## config.mk

```make
export PLATFORM = sky130hd
export DESIGN_NAME = opc_clock_ctrl
export DESIGN_NICKNAME = d
export VERILOG_FILES = /design/src/opc_pkg.sv /design/src/opc_pll_if.sv /design/src/opc_pll_model.sv /design/src/opc_clock_ctrl.sv
export SDC_FILE = /design/constraint.sdc
export NUM_CORES = 1
export LEC_CHECK = 0
export BUFFER_PORTS_ARGS = -buffer_cell sky130_fd_sc_hd__buf_2
export CAP_MARGIN = 5
export CELL_PAD_IN_SITES_DETAIL_PLACEMENT = 1
export CELL_PAD_IN_SITES_GLOBAL_PLACEMENT = 2
export CORE_MARGIN = 3
export CORE_UTILIZATION = 36
export CTS_CLUSTER_DIAMETER = 200
export DETAILED_ROUTE_END_ITERATION = 10
export PLACE_DENSITY = 0.75
export SYNTH_ARGS = -nofsm -noshare
export SYNTH_HDL_FRONTEND = slang
export SYNTH_SLANG_ARGS = --single-unit
```

## constraint.sdc

```tcl
create_clock -name clk_sys_i -period 6.8 [get_ports clk_sys_i]
set_input_delay 0 -clock clk_sys_i [delete_from_list [all_inputs] [get_ports clk_sys_i]]
set_output_delay 0 -clock clk_sys_i [all_outputs]
set_load 0.02 [all_outputs]
```

## src/opc_pkg.sv

```systemverilog
package opc_pkg;

    // apb register map (byte addresses)
    localparam logic [7:0]  OPC_REG_PLL_CFG    = 8'h00;
    localparam logic [7:0]  OPC_REG_STATUS     = 8'h04;
    localparam logic [7:0]  OPC_REG_TIMER      = 8'h08;
    localparam logic [7:0]  OPC_REG_RTC        = 8'h0C;
    localparam logic [7:0]  OPC_REG_REF_DIV    = 8'h10;

    // pll config field layout
    localparam int OPC_R_LSB  = 0;
    localparam int OPC_R_W    = 6;
    localparam int OPC_F_LSB  = 8;
    localparam int OPC_F_W    = 12;
    localparam int OPC_OD_LSB = 24;
    localparam int OPC_OD_W   = 3;

    // status field positions
    localparam int OPC_ST_BOOT_BIT   = 0;
    localparam int OPC_ST_SRC_BIT    = 1;
    localparam int OPC_ST_BAND_LSB   = 2;
    localparam int OPC_ST_SWCFG_BIT  = 4;

    // strap defaults per band {high,low}
    localparam logic [2:0]  OPC_OD_B00 = 3'h1;
    localparam logic [11:0] OPC_F_B00  = 12'h07A;
    localparam logic [2:0]  OPC_OD_B11 = 3'h2;
    localparam logic [11:0] OPC_F_B11  = 12'h077;
    localparam logic [2:0]  OPC_OD_B10 = 3'h2;
    localparam logic [11:0] OPC_F_B10  = 12'h031;
    localparam logic [2:0]  OPC_OD_B01 = 3'h2;
    localparam logic [11:0] OPC_F_B01  = 12'h017;
    localparam logic [5:0]  OPC_R_DEF  = 6'h00;

    // timing
    localparam int OPC_SYS_CLK_HZ      = 25000000;
    localparam int OPC_BOOT_WAIT_CLKS  = 750000;
    localparam int OPC_SILICON_OSC_HZ  = 20000000;
    localparam int OPC_RTC_OSC_HZ      = 31250;
    localparam int OPC_REF_CLK_HZ      = 100000000;
    localparam int OPC_TIMER_TICK_NS   = 10;
    localparam int OPC_REF_DIV_DEF     = 4;
    localparam int OPC_RTC_DIV_CLKS    = OPC_SYS_CLK_HZ / OPC_RTC_OSC_HZ;

    typedef enum logic [2:0] {
        OPC_ST_RESET = 3'b001,
        OPC_ST_WAIT  = 3'b010,
        OPC_ST_RUN   = 3'b100
    } opc_state_t;

    // tile ratio numerator/denominator: (f+1) / (2*(r+1)*(od+1))
    function automatic logic [31:0] opc_ratio_den(input logic [5:0] r, input logic [2:0] od);
        opc_ratio_den = 32'(2 * (32'(r) + 1) * (32'(od) + 1));
    endfunction : opc_ratio_den

endpackage : opc_pkg

```

## src/opc_pll_if.sv

```systemverilog
`timescale 1ns/1ps
interface opc_pll_if;
    logic [2:0]  post_divider;
    logic [11:0] mult;
    logic [5:0]  in_div;
    logic        clk_en;
    logic [31:0] ratio_num;
    logic [31:0] ratio_den;
    modport ctrl (output post_divider, output mult, output in_div, input clk_en,
                  input ratio_num, input ratio_den);
    modport pll  (input post_divider, input mult, input in_div, output clk_en,
                  output ratio_num, output ratio_den);
endinterface : opc_pll_if

```

## src/opc_pll_model.sv

```systemverilog
`timescale 1ns/1ps
// fractional rate generator standing in for the analogue pll:
// clk_en pulses at osc*(f+1)/2/(r+1)/(od+1) relative to the input clock,
// saturated to one pulse per cycle since one clock is all we have
module opc_pll_model
    import opc_pkg::*;
(
    input  wire logic clk_sys_i,
    input  wire logic rst_i,
    opc_pll_if.pll    pll
);
    logic [31:0] acc_q;
    logic [31:0] num;
    logic [31:0] den;
    logic [32:0] sum;

    assign num           = 32'(pll.mult) + 32'd1;
    assign den           = opc_ratio_den(pll.in_div, pll.post_divider);
    assign pll.ratio_num = num;
    assign pll.ratio_den = den;
    assign sum           = {1'b0, acc_q} + {1'b0, num};

    always_ff @(posedge clk_sys_i or posedge rst_i) begin
        if (rst_i) begin
            acc_q      <= 32'h0000_0000;
            pll.clk_en <= 1'b0;
        end else if (sum >= {1'b0, den}) begin
            acc_q      <= (sum - {1'b0, den}) >= {1'b0, den} ? 32'h0000_0000
                          : 32'(sum - {1'b0, den});
            pll.clk_en <= 1'b1;
        end else begin
            acc_q      <= sum[31:0];
            pll.clk_en <= 1'b0;
        end
    end
endmodule : opc_pll_model

```

## src/opc_clock_ctrl.sv

```systemverilog
`timescale 1ns/1ps
// What this block does
// - strap picks external or 20 MHz internal
// - band straps set default pll settings
// - tile rate follows pll ratio formula
// - software rewrites pll settings at run time
// - pll clocks switch, tile, reference
// - analogue node runs at oscillator rate
// - 100 MHz reference, 32-bit 10 ns timer
// - 31,250 Hz clock drives real-time counter
// - wait 750,000 clocks then pulls, boot
module opc_clock_ctrl
    import opc_pkg::*;
#(
    parameter int BOOT_WAIT_CLKS = OPC_BOOT_WAIT_CLKS,
    parameter int RTC_DIV_CLKS   = OPC_RTC_DIV_CLKS
) (
    input  wire logic        clk_sys_i,
    input  wire logic        rst_i,
    input  wire logic        oscillator_source_select_n_i,
    input  wire logic        band_strap_low_i,
    input  wire logic        band_strap_high_i,
    input  wire logic        low_power_i,
    input  wire logic        psel_i,
    input  wire logic        penable_i,
    input  wire logic        pwrite_i,
    input  wire logic [7:0]  paddr_i,
    input  wire logic [31:0] pwdata_i,
    output logic      [31:0] prdata_o,
    output logic             pready_o,
    output logic             pslverr_o,
    output logic             use_internal_osc_o,
    output logic             analog_clk_en_o,
    output logic             tile_clk_en_o,
    output logic             switch_clk_en_o,
    output logic             ref_clk_en_o,
    output logic             rtc_clk_en_o,
    output logic             pull_enable_o,
    output logic             boot_start_o
);
    opc_pll_if   pll_bus ();
    opc_state_t  state_q;
    logic [31:0] wait_cnt_q;
    logic        strap_seen_q;
    logic        src_int_q;
    logic [1:0]  band_q;
    logic [2:0]  od_q;
    logic [11:0] f_q;
    logic [5:0]  r_q;
    logic        sw_cfg_q;
    logic [7:0]  ref_div_q;
    logic [7:0]  ref_cnt_q;
    logic [31:0] timer_q;
    logic [31:0] rtc_cnt_q;
    logic [15:0] rtc_div_q;
    logic        rtc_tick;
    logic        acc_wr;
    logic        acc_rd;
    logic        addr_ok;

    ////////////////////////////////////////////////////////////////////////////
    // boot sequencing

    always_ff @(posedge clk_sys_i or posedge rst_i) begin
        if (rst_i) begin
            state_q       <= OPC_ST_RESET;
            wait_cnt_q    <= 32'h0000_0000;
            pull_enable_o <= 1'b0;
            boot_start_o  <= 1'b0;
        end else begin
            boot_start_o <= 1'b0;
            case (state_q)
                OPC_ST_RESET: begin
                    state_q <= OPC_ST_WAIT;
                end
                OPC_ST_WAIT: begin
                    if (wait_cnt_q >= 32'(BOOT_WAIT_CLKS - 1)) begin
                        state_q       <= OPC_ST_RUN;
                        pull_enable_o <= 1'b1;
                        boot_start_o  <= 1'b1;
                    end else begin
                        wait_cnt_q <= wait_cnt_q + 32'h0000_0001;
                    end
                end
                OPC_ST_RUN: begin
                    pull_enable_o <= 1'b1;
                end
                default: begin
                    state_q <= OPC_ST_RESET;
                end
            endcase
        end
    end

    ////////////////////////////////////////////////////////////////////////////
    // strap capture and pll settings

    always_ff @(posedge clk_sys_i or posedge rst_i) begin
        if (rst_i) begin
            strap_seen_q <= 1'b0;
            src_int_q    <= 1'b0;
            band_q       <= 2'b00;
        end else if (!strap_seen_q) begin
            strap_seen_q <= 1'b1;
            src_int_q    <= oscillator_source_select_n_i;
            band_q       <= {band_strap_high_i, band_strap_low_i};
        end
    end

    ////////////////////////////////////////////////////////////////////////////
    // register decode

    // decoder feeds the slave error only; the read mux keeps its own case on paddr_i
    function automatic logic reg_mapped(input logic [7:0] a);
        case (a)
            OPC_REG_PLL_CFG,
            OPC_REG_STATUS,
            OPC_REG_TIMER,
            OPC_REG_RTC,
            OPC_REG_REF_DIV: reg_mapped = 1'b1;
            default:         reg_mapped = 1'b0;
        endcase
    endfunction : reg_mapped

    // access phase only; pready is tied high so every access is one cycle
    assign acc_wr  = psel_i && penable_i && pwrite_i;
    assign acc_rd  = psel_i && penable_i && !pwrite_i;
    assign addr_ok = reg_mapped(paddr_i);

    // software write wins once taken; straps only fill the defaults
    always_ff @(posedge clk_sys_i or posedge rst_i) begin
        if (rst_i) begin
            od_q     <= OPC_OD_B00;
            f_q      <= OPC_F_B00;
            r_q      <= OPC_R_DEF;
            sw_cfg_q <= 1'b0;
        end else if (acc_wr && paddr_i == OPC_REG_PLL_CFG) begin
            od_q     <= pwdata_i[OPC_OD_LSB +: OPC_OD_W];
            f_q      <= pwdata_i[OPC_F_LSB +: OPC_F_W];
            r_q      <= pwdata_i[OPC_R_LSB +: OPC_R_W];
            sw_cfg_q <= 1'b1;
        end else if (!strap_seen_q) begin
            r_q <= OPC_R_DEF;
            case ({band_strap_high_i, band_strap_low_i})
                2'b00: begin
                    od_q <= OPC_OD_B00;
                    f_q  <= OPC_F_B00;
                end
                2'b11: begin
                    od_q <= OPC_OD_B11;
                    f_q  <= OPC_F_B11;
                end
                2'b10: begin
                    od_q <= OPC_OD_B10;
                    f_q  <= OPC_F_B10;
                end
                default: begin
                    od_q <= OPC_OD_B01;
                    f_q  <= OPC_F_B01;
                end
            endcase
        end
    end

    assign pll_bus.post_divider = od_q;
    assign pll_bus.mult         = f_q;
    assign pll_bus.in_div       = r_q;

    opc_pll_model u_pll (
        .clk_sys_i (clk_sys_i),
        .rst_i     (rst_i),
        .pll       (pll_bus)
    );

    ////////////////////////////////////////////////////////////////////////////
    // clock enables

    always_ff @(posedge clk_sys_i or posedge rst_i) begin
        if (rst_i) begin
            tile_clk_en_o   <= 1'b0;
            switch_clk_en_o <= 1'b0;
        end else begin
            tile_clk_en_o   <= pll_bus.clk_en && state_q == OPC_ST_RUN;
            switch_clk_en_o <= pll_bus.clk_en;
        end
    end

    always_ff @(posedge clk_sys_i or posedge rst_i) begin
        if (rst_i) begin
            analog_clk_en_o    <= 1'b0;
            use_internal_osc_o <= 1'b0;
        end else begin
            analog_clk_en_o    <= strap_seen_q;
            use_internal_osc_o <= src_int_q;
        end
    end

    always_ff @(posedge clk_sys_i or posedge rst_i) begin
        if (rst_i) begin
            ref_cnt_q    <= 8'h00;
            ref_clk_en_o <= 1'b0;
        end else begin
            ref_clk_en_o <= 1'b0;
            if (pll_bus.clk_en) begin
                if (ref_cnt_q + 8'h01 >= ref_div_q) begin
                    ref_cnt_q    <= 8'h00;
                    ref_clk_en_o <= 1'b1;
                end else begin
                    ref_cnt_q <= ref_cnt_q + 8'h01;
                end
            end
        end
    end

    always_ff @(posedge clk_sys_i or posedge rst_i) begin
        if (rst_i) begin
            timer_q <= 32'h0000_0000;
        end else if (ref_clk_en_o) begin
            timer_q <= timer_q + 32'h0000_0001;
        end
    end

    // low-rate rtc divider, runs in low power
    assign rtc_tick = (rtc_div_q == 16'(RTC_DIV_CLKS - 1));

    always_ff @(posedge clk_sys_i or posedge rst_i) begin
        if (rst_i) begin
            rtc_div_q    <= 16'h0000;
            rtc_clk_en_o <= 1'b0;
            rtc_cnt_q    <= 32'h0000_0000;
        end else begin
            rtc_clk_en_o <= rtc_tick;
            rtc_div_q    <= rtc_tick ? 16'h0000 : rtc_div_q + 16'h0001;
            if (rtc_tick) begin
                rtc_cnt_q <= rtc_cnt_q + 32'h0000_0001;
            end
        end
    end

    ////////////////////////////////////////////////////////////////////////////
    // apb slave, zero wait states

    always_ff @(posedge clk_sys_i or posedge rst_i) begin
        if (rst_i) begin
            ref_div_q <= 8'(OPC_REF_DIV_DEF);
        end else if (acc_wr && paddr_i == OPC_REG_REF_DIV && pwdata_i[7:0] != 8'h00) begin
            ref_div_q <= pwdata_i[7:0];
        end
    end

    always_ff @(posedge clk_sys_i or posedge rst_i) begin
        if (rst_i) begin
            prdata_o <= 32'h0000_0000;
        end else if (psel_i && !penable_i && !pwrite_i) begin
            case (paddr_i)
                OPC_REG_PLL_CFG: prdata_o <= {5'h00, od_q, 4'h0, f_q, 2'h0, r_q};
                OPC_REG_STATUS:  prdata_o <= {27'h000_0000, sw_cfg_q, band_q, src_int_q,
                                              state_q == OPC_ST_RUN};
                OPC_REG_TIMER:   prdata_o <= timer_q;
                OPC_REG_RTC:     prdata_o <= rtc_cnt_q;
                OPC_REG_REF_DIV: prdata_o <= {24'h00_0000, ref_div_q};
                default:         prdata_o <= 32'h0000_0000;
            endcase
        end
    end

    assign pready_o  = 1'b1;
    assign pslverr_o = psel_i && penable_i && !addr_ok;

    // low_power gates nothing; tile side and rtc above both ignore it
    logic unused_lp;
    assign unused_lp = low_power_i & acc_rd;

endmodule : opc_clock_ctrl

```

# Word-level counts from Yosys, hierarchy flattened
# Cells that the tools add are included.
# word_totals
reg_bits,230
in_bits,49
wordCells,97
out_inout_bits,42
# classes
n_eq_ne,12
n_bitwise,2
n_addsub,10
mul,1
n_lt_le_gt_ge,4
n_mux,23
reduce_logical,20
# op_table
operator,n
32-bit one-hot mux with 5 select lines,1
"32-bit by 1-bit adder with 32-bit output, second input constant",3
33-bit by 32-bit >= comparator with 1-bit output,2
32-bit two-way mux,2
32-bit by 32-bit adder with 33-bit output,1
33-bit by 32-bit subtractor with 33-bit output,1
"32-bit by 20-bit >= comparator with 1-bit output, second input constant",1
31-bit by 32-bit multiplier with 31-bit output,1
12-bit two-way mux,2
7-bit one-hot mux with 3 select lines,1
"16-bit by 1-bit adder with 16-bit output, second input constant",1
"16-bit by 10-bit == test with 1-bit output, second input constant",1
"8-bit by 4-bit == test with 1-bit output, second input constant",2
16-bit two-way mux,1
"12-bit by 1-bit adder with 13-bit output, second input constant",1
6-bit two-way mux,2
1-bit logical AND,9
3-bit two-way mux,3
3-bit one-hot mux with 3 select lines,1
"8-bit by 1-bit adder with 8-bit output, second input constant",1
"8-bit by 3-bit == test with 1-bit output, second input constant",1
"8-bit by 5-bit == test with 1-bit output, second input constant",1
8-bit >= comparator,1
8-bit logical NOT,1
other kinds (19),31

# Depth between registers and ports, before layout
# depth
word_depth,6
ltp_mapped,30
ltp_nobuf,29

# Cells and area by module
# A second synthesis with hierarchy kept.
# unflattened
hier_cells,1522
area_unflattened_um2,14433.8
# by_module_without_submodules
module,instances,area_per_inst_um2,cells_per_inst,seq_area_each_um2
opc_clock_ctrl,1,9321.4,897,4939.7
opc_pll_model,1,5112.4,625,825.8

# Worst setup path after synthesis
# Ideal clock, no wire load.
# synth_path
kind,flip-flop to flip-flop
start,register od_q[0]
end,register u_pll.acc_q[11]
synth_period_minus_slack_ps,7117
t_required_ps,6736
setup_time_ps,64
path_stages_with_launch,30
path_buffers,2
arrival_ps,7053
path_slack_ps,-317
cell_sequence,dfstp_2 > clkbuf_1 > nand3_1 > or2_2 > fa_1 > inv_1 > fa_1 > inv_1 > fa_1 > nor2b_1 > o21ai_0 > nand2b_1 > xnor2_1 > ha_1 > a2111o_1 > o2111ai_1 > nand2_1 > a21boi_0 > a21oi_1 > maj3_1 > xnor2_1 > ha_1 > a221o_1 > or4_1 > nor4_1 > nand4_1 > nor4_1 > and3_4 > buf_6 > a22o_2
# synth_via
elab_chain_cells,6
elab_cells_between_ends,7
classes_between,add/sub (2); mul (1); order compare (2); mux (2)
# synth_lines
item,line,rtl
start: declaration,opc_clock_ctrl.sv:47,logic [2:0] od_q;
start signal: assignment,opc_clock_ctrl.sv:138,od_q <= pwdata_i[OPC_OD_LSB +: OPC_OD_W];
3-bit by 1-bit adder with 4-bit output (*),opc_pkg.sv:53,opc_ratio_den = 32'(2 * (32'(r) + 1) * (32'(od) + 1));
31-bit by 32-bit multiplier with 31-bit output (*),opc_pkg.sv:53,
33-bit by 32-bit subtractor with 33-bit output,opc_pll_model.sv:28,"acc_q <= (sum - {1'b0, den}) >= {1'b0, den} ? 32'h0000_0000"
33-bit by 32-bit >= comparator with 1-bit output,opc_pll_model.sv:28,
32-bit two-way mux,opc_pll_model.sv:28,
32-bit two-way mux (*),opc_pll_model.sv:27,"end else if (sum >= {1'b0, den}) begin"
end signal: assignment,opc_pll_model.sv:28,
end signal: assignment,opc_pll_model.sv:32,acc_q <= sum[31:0];
end: declaration,opc_pll_model.sv:12,logic [31:0] acc_q;
# Mark *: on every way between the ends. The rest lies on a longest branch, timed or not.
# A chain may end at the register's enable or synchronous reset.

# Worst setup path after layout
# layout_path
start,register od_q[0]
end,register u_pll.acc_q[4]
# The elaborated chain is that of the path after synthesis.

==> out/results.tsv <==
metric	value	unit
Post-synth ARST share	100	%
initial antenna violation count	0	
Pwr Density	213	nW/um2
number of fill cells	4191	
DIE AREA	40100	um2
CTS max path bufs	3	
first-pass GRT wire length	64400	um
hold slack final	0.0424	ns
routed len/inst	18.0	um
largest area contributor in the netlist	dfrtp_1	
DP Worst Slack	-0.344	ns
Remaining Overflow, GRT	0	
NetSw	955	uW
clock power share	43.5	%
Top delay family on crit path	adder cells	
worst skew pair latency	0.57	ns
Initial Utilization	36.9	%
buffers and inverters on the worst path	2	
crit path from	od_q[0]	
clk slew on worst S/H paths	0.06	ns
crit-path max FO	6	
Tot GR Track Use	19.4	%
Clk Tree Root Cell	clkbuf_16	
CTS tree	yes	
crit start category	flip-flop	
Worst Tran Pin Value	1.11	ns
CP max-delay cell	dfstp_2	
Post-Synth XOR/XNOR Area	10.2	%
Final Net Count	1749	
Tmin final	6.95	ns
worst setup path class	flip-flop to flip-flop	
most frequent cell after synthesis	dfrtp_1	
Via density	5.21	
Max Cap Viol	0	
core area	36900	um2
Crit path required time	7.30	ns
RSZ-0062 raised after global routing	true	
# setup viols final	12	
failing checks	negative setup slack	
via count	11156	
Ant. Diodes	0	
worst hold-check path type	input port to async pin	
number of global-route vias before repair	12062	
synth top area cells	dfrtp_1 (41%), xnor2_1 (6.8%), ha_1 (6.4%), nand2_1 (4.1%), nor2_1 (3.5%)	
Max Clk Rate	0.144	GHz
average cell area after synthesis	9.55	um2
Synth Area in Compound Gates	12.7	%
routability congestion estimate	0.835	
largest family of logic cells by synthesized area	simple AND/OR/NAND/NOR gates	
Final Hold Viols	0	
Final WS setup	-0.148	ns
CP Capture Type	flip-flop	
adder-cell share of the synthesized area	8.43	%
DR iter-0 viols	447	
Setup TNS	-1.53	ns
Sw Share	26.9	%
layout cells sized above 1	18.7	%
post-synthesis mux area share	4.31	%
die width	200	um
internal power	2590	uW
register area share after synthesis	42.4	%
io pins	91	
dpl cells	2038	
fin crit share	102	%
Post-Syn Instances	1424	
final WL	38600	um
leakage	0.00752	uW
top_reg_cell synth	dfrtp_1	
PortBufs	79	
crit-path max cell delay	0.58	ns
Detail Route Antenna Nets	0	
top cells by count, synth	dfrtp_1 (222), nand2_1 (147), nor2_1 (126), xnor2_1 (105), o21ai_0 (83)	
TritonCTS Buffers	29	
drt drc	0	
sequential share of power	41.5	%
Die Y-Extent	200	um
simple-gate area share of the yosys netlist	18.6	%
Worst EP arrival	7.45	ns
Synth Warn #	0	
DP HPWL	28500	um
synthesized cell area	13600	um2
1st-pass router iterations	4	
Core Rows	70	
Worst VDD drop	160	uV
final setup skew	0.0111	ns
Max H-tree Level	1	
final max-slew violation count	0	
Post-Layout Cell Count	2143	
CTS sink count	230	
Distinct cells, synth	82	
Layout area overhead	22.7	%
Gate power share	15.0	%
Slew headroom	25.7	%
status	complete, but fails checks	
Post-synth EDFFs	0	
Yosys reg bits	230	
Yosys top cell area share	40.9	%
Worst R2R Start	od_q[0]	
largest net degree at the start of global routing	81	
==> metal layers <==
layer	vias up	wire length [um]	global-route usage [%]
met3	71	1410	3.41
met2	141	18600	33.2
met1	5570	17300	25.1
li1	5374	-	-
met4	0	1290	5.87
met5	-	0	0
==> path summary, 6_finish.rpt <==
check,endpoint,cells past startpoint,slack (ns)
worst min-delay path,prdata_o[31],3,0.04
min in group clk_sys_i,prdata_o[0],4,0.05
worst min register to register,wait_cnt_q[29],0,0.37
worst max register to register,u_pll.acc_q[4],28,-0.15
max in group asynchronous,ref_cnt_q[3],4,5.31
worst max-delay path,u_pll.acc_q[4],28,-0.15
==> cell families after synthesis <==
logic type | Yosys count
and+or+nand+nor | 520
xor gates and xnor gates | 158
other | 2
buffers and inverters | 112
AOI/OAI and AO/OA | 261
adders and majority gates | 85
muxes | 56
DFF | 230
==> state kept, by name, indices dropped and copies added (netlist names), 2 cells and up <==
| register | flops |
|---|---|
| prdata_o | 32 |
| rtc_cnt_q | 32 |
| timer_q | 32 |
| u_pll.acc_q | 32 |
| wait_cnt_q | 32 |
| rtc_div_q | 16 |
| f_q | 12 |
| ref_cnt_q | 8 |
| ref_div_q | 8 |
| pll_bus.in_div | 6 |
| od_q | 3 |
| state_q | 3 |
| band_q | 2 |
==> worst reg2reg max path: cells and delay by family, from the launching register on <==
kind / cells / cell delay [ns]
adders and majority gates: 7 / 2.47
and+or+nand+nor: 9 / 2.01
xor gates and xnor gates: 3 / 0.29
AOI/OAI and AO/OA: 7 / 1.45
buffers and inverters: 2 / 0.09
DFF: 1 / 0.58
==> stage by stage <==
step                      total power (uW)  area [um2]  util (%)
after floorplan                       1800       13700         -
after global placement                1950       15000      40.6
after detailed placement              1960       15000      40.6
after CTS                             3580       16500      44.8
after global routing                  3740       16700      45.2
final                                 3550       16700      45.2
==> power by group through the flow <==
stage | clock network, uW | registers, uW | logic, uW
final | 1540 | 1470 | 532
after global routing | 1660 | 1480 | 599
after CTS | 1590 | 1470 | 519
after detailed placement | 0 | 1500 | 463
after global placement | 0 | 1490 | 455
after floorplan | 0 | 1480 | 319
==> layout by cell type (no fill, tap or decap), types with 5 or more instances in the layout <==
| master | synthesis | routed |
|---|---|---|
| clkbuf_16 | 0 | 29 |
| dfstp_2 | 8 | 8 |
| or2_2 | 11 | 10 |
| a211oi_1 | 6 | 6 |
| buf_4 | 1 | 82 |
| nand2b_1 | 13 | 12 |
| nor3_1 | 24 | 23 |
| nor2_1 | 126 | 124 |
| nor2b_1 | 14 | 13 |
| o21ai_0 | 83 | 81 |
| a21oi_1 | 60 | 56 |
| a21o_1 | 9 | 9 |
| nand3_1 | 63 | 62 |
| a22o_1 | 6 | 6 |
| o31ai_1 | 13 | 13 |
| conb_1 | 2 | 21 |
| xnor2_1 | 105 | 98 |
| o211ai_1 | 15 | 15 |
| ha_1 | 70 | 68 |
| buf_2 | 1 | 79 |
| a31oi_1 | 5 | 5 |
| o21a_1 | 6 | 6 |
| inv_1 | 62 | 59 |
| clkbuf_1 | 41 | 8 |
| clkbuf_8 | 0 | 7 |
| and3_1 | 30 | 29 |
| mux2_2 | 20 | 20 |
| and2_1 | 5 | 5 |
| nand2_1 | 147 | 146 |
| nor4_1 | 13 | 11 |
| or3_1 | 8 | 8 |
| xor2_1 | 53 | 51 |
| dfrtp_1 | 222 | 222 |
| fa_1 | 12 | 11 |
| mux2i_1 | 36 | 36 |
| dlygate4sd3_1 | 0 | 29 |
| nor3b_1 | 6 | 6 |
| or4_1 | 5 | 5 |
| nand4_1 | 36 | 36 |
==> final cells by class <==
class | count | area [um2] | share of cell area (%)
Timing Repair Buffer | 193 | 1340 | 8.01
Clock buffer | 44 | 852 | 5.11
Tap cell | 504 | 631 | 3.78
Sequential cell | 230 | 5770 | 34.6
Clock inverter | 8 | 108 | 0.645
Inverter | 62 | 240 | 1.44
Multi-Input combinational cell | 1102 | 7740 | 46.4
==> what timing repair did <==
| action | CTS | global route |
|---|---|---|
| setup endpoints to repair | 13 | 13 |
| hold buffers | 29 | 0 |
| gates resized for setup | 25 | 25 |
| hold endpoints to repair | 112 | 0 |
| pin swaps | 26 | 22 |
| setup buffers | 21 | 3 |
| cloned | 1 | 0 |
No activity file was read; power rests on OpenSTA's default activity.
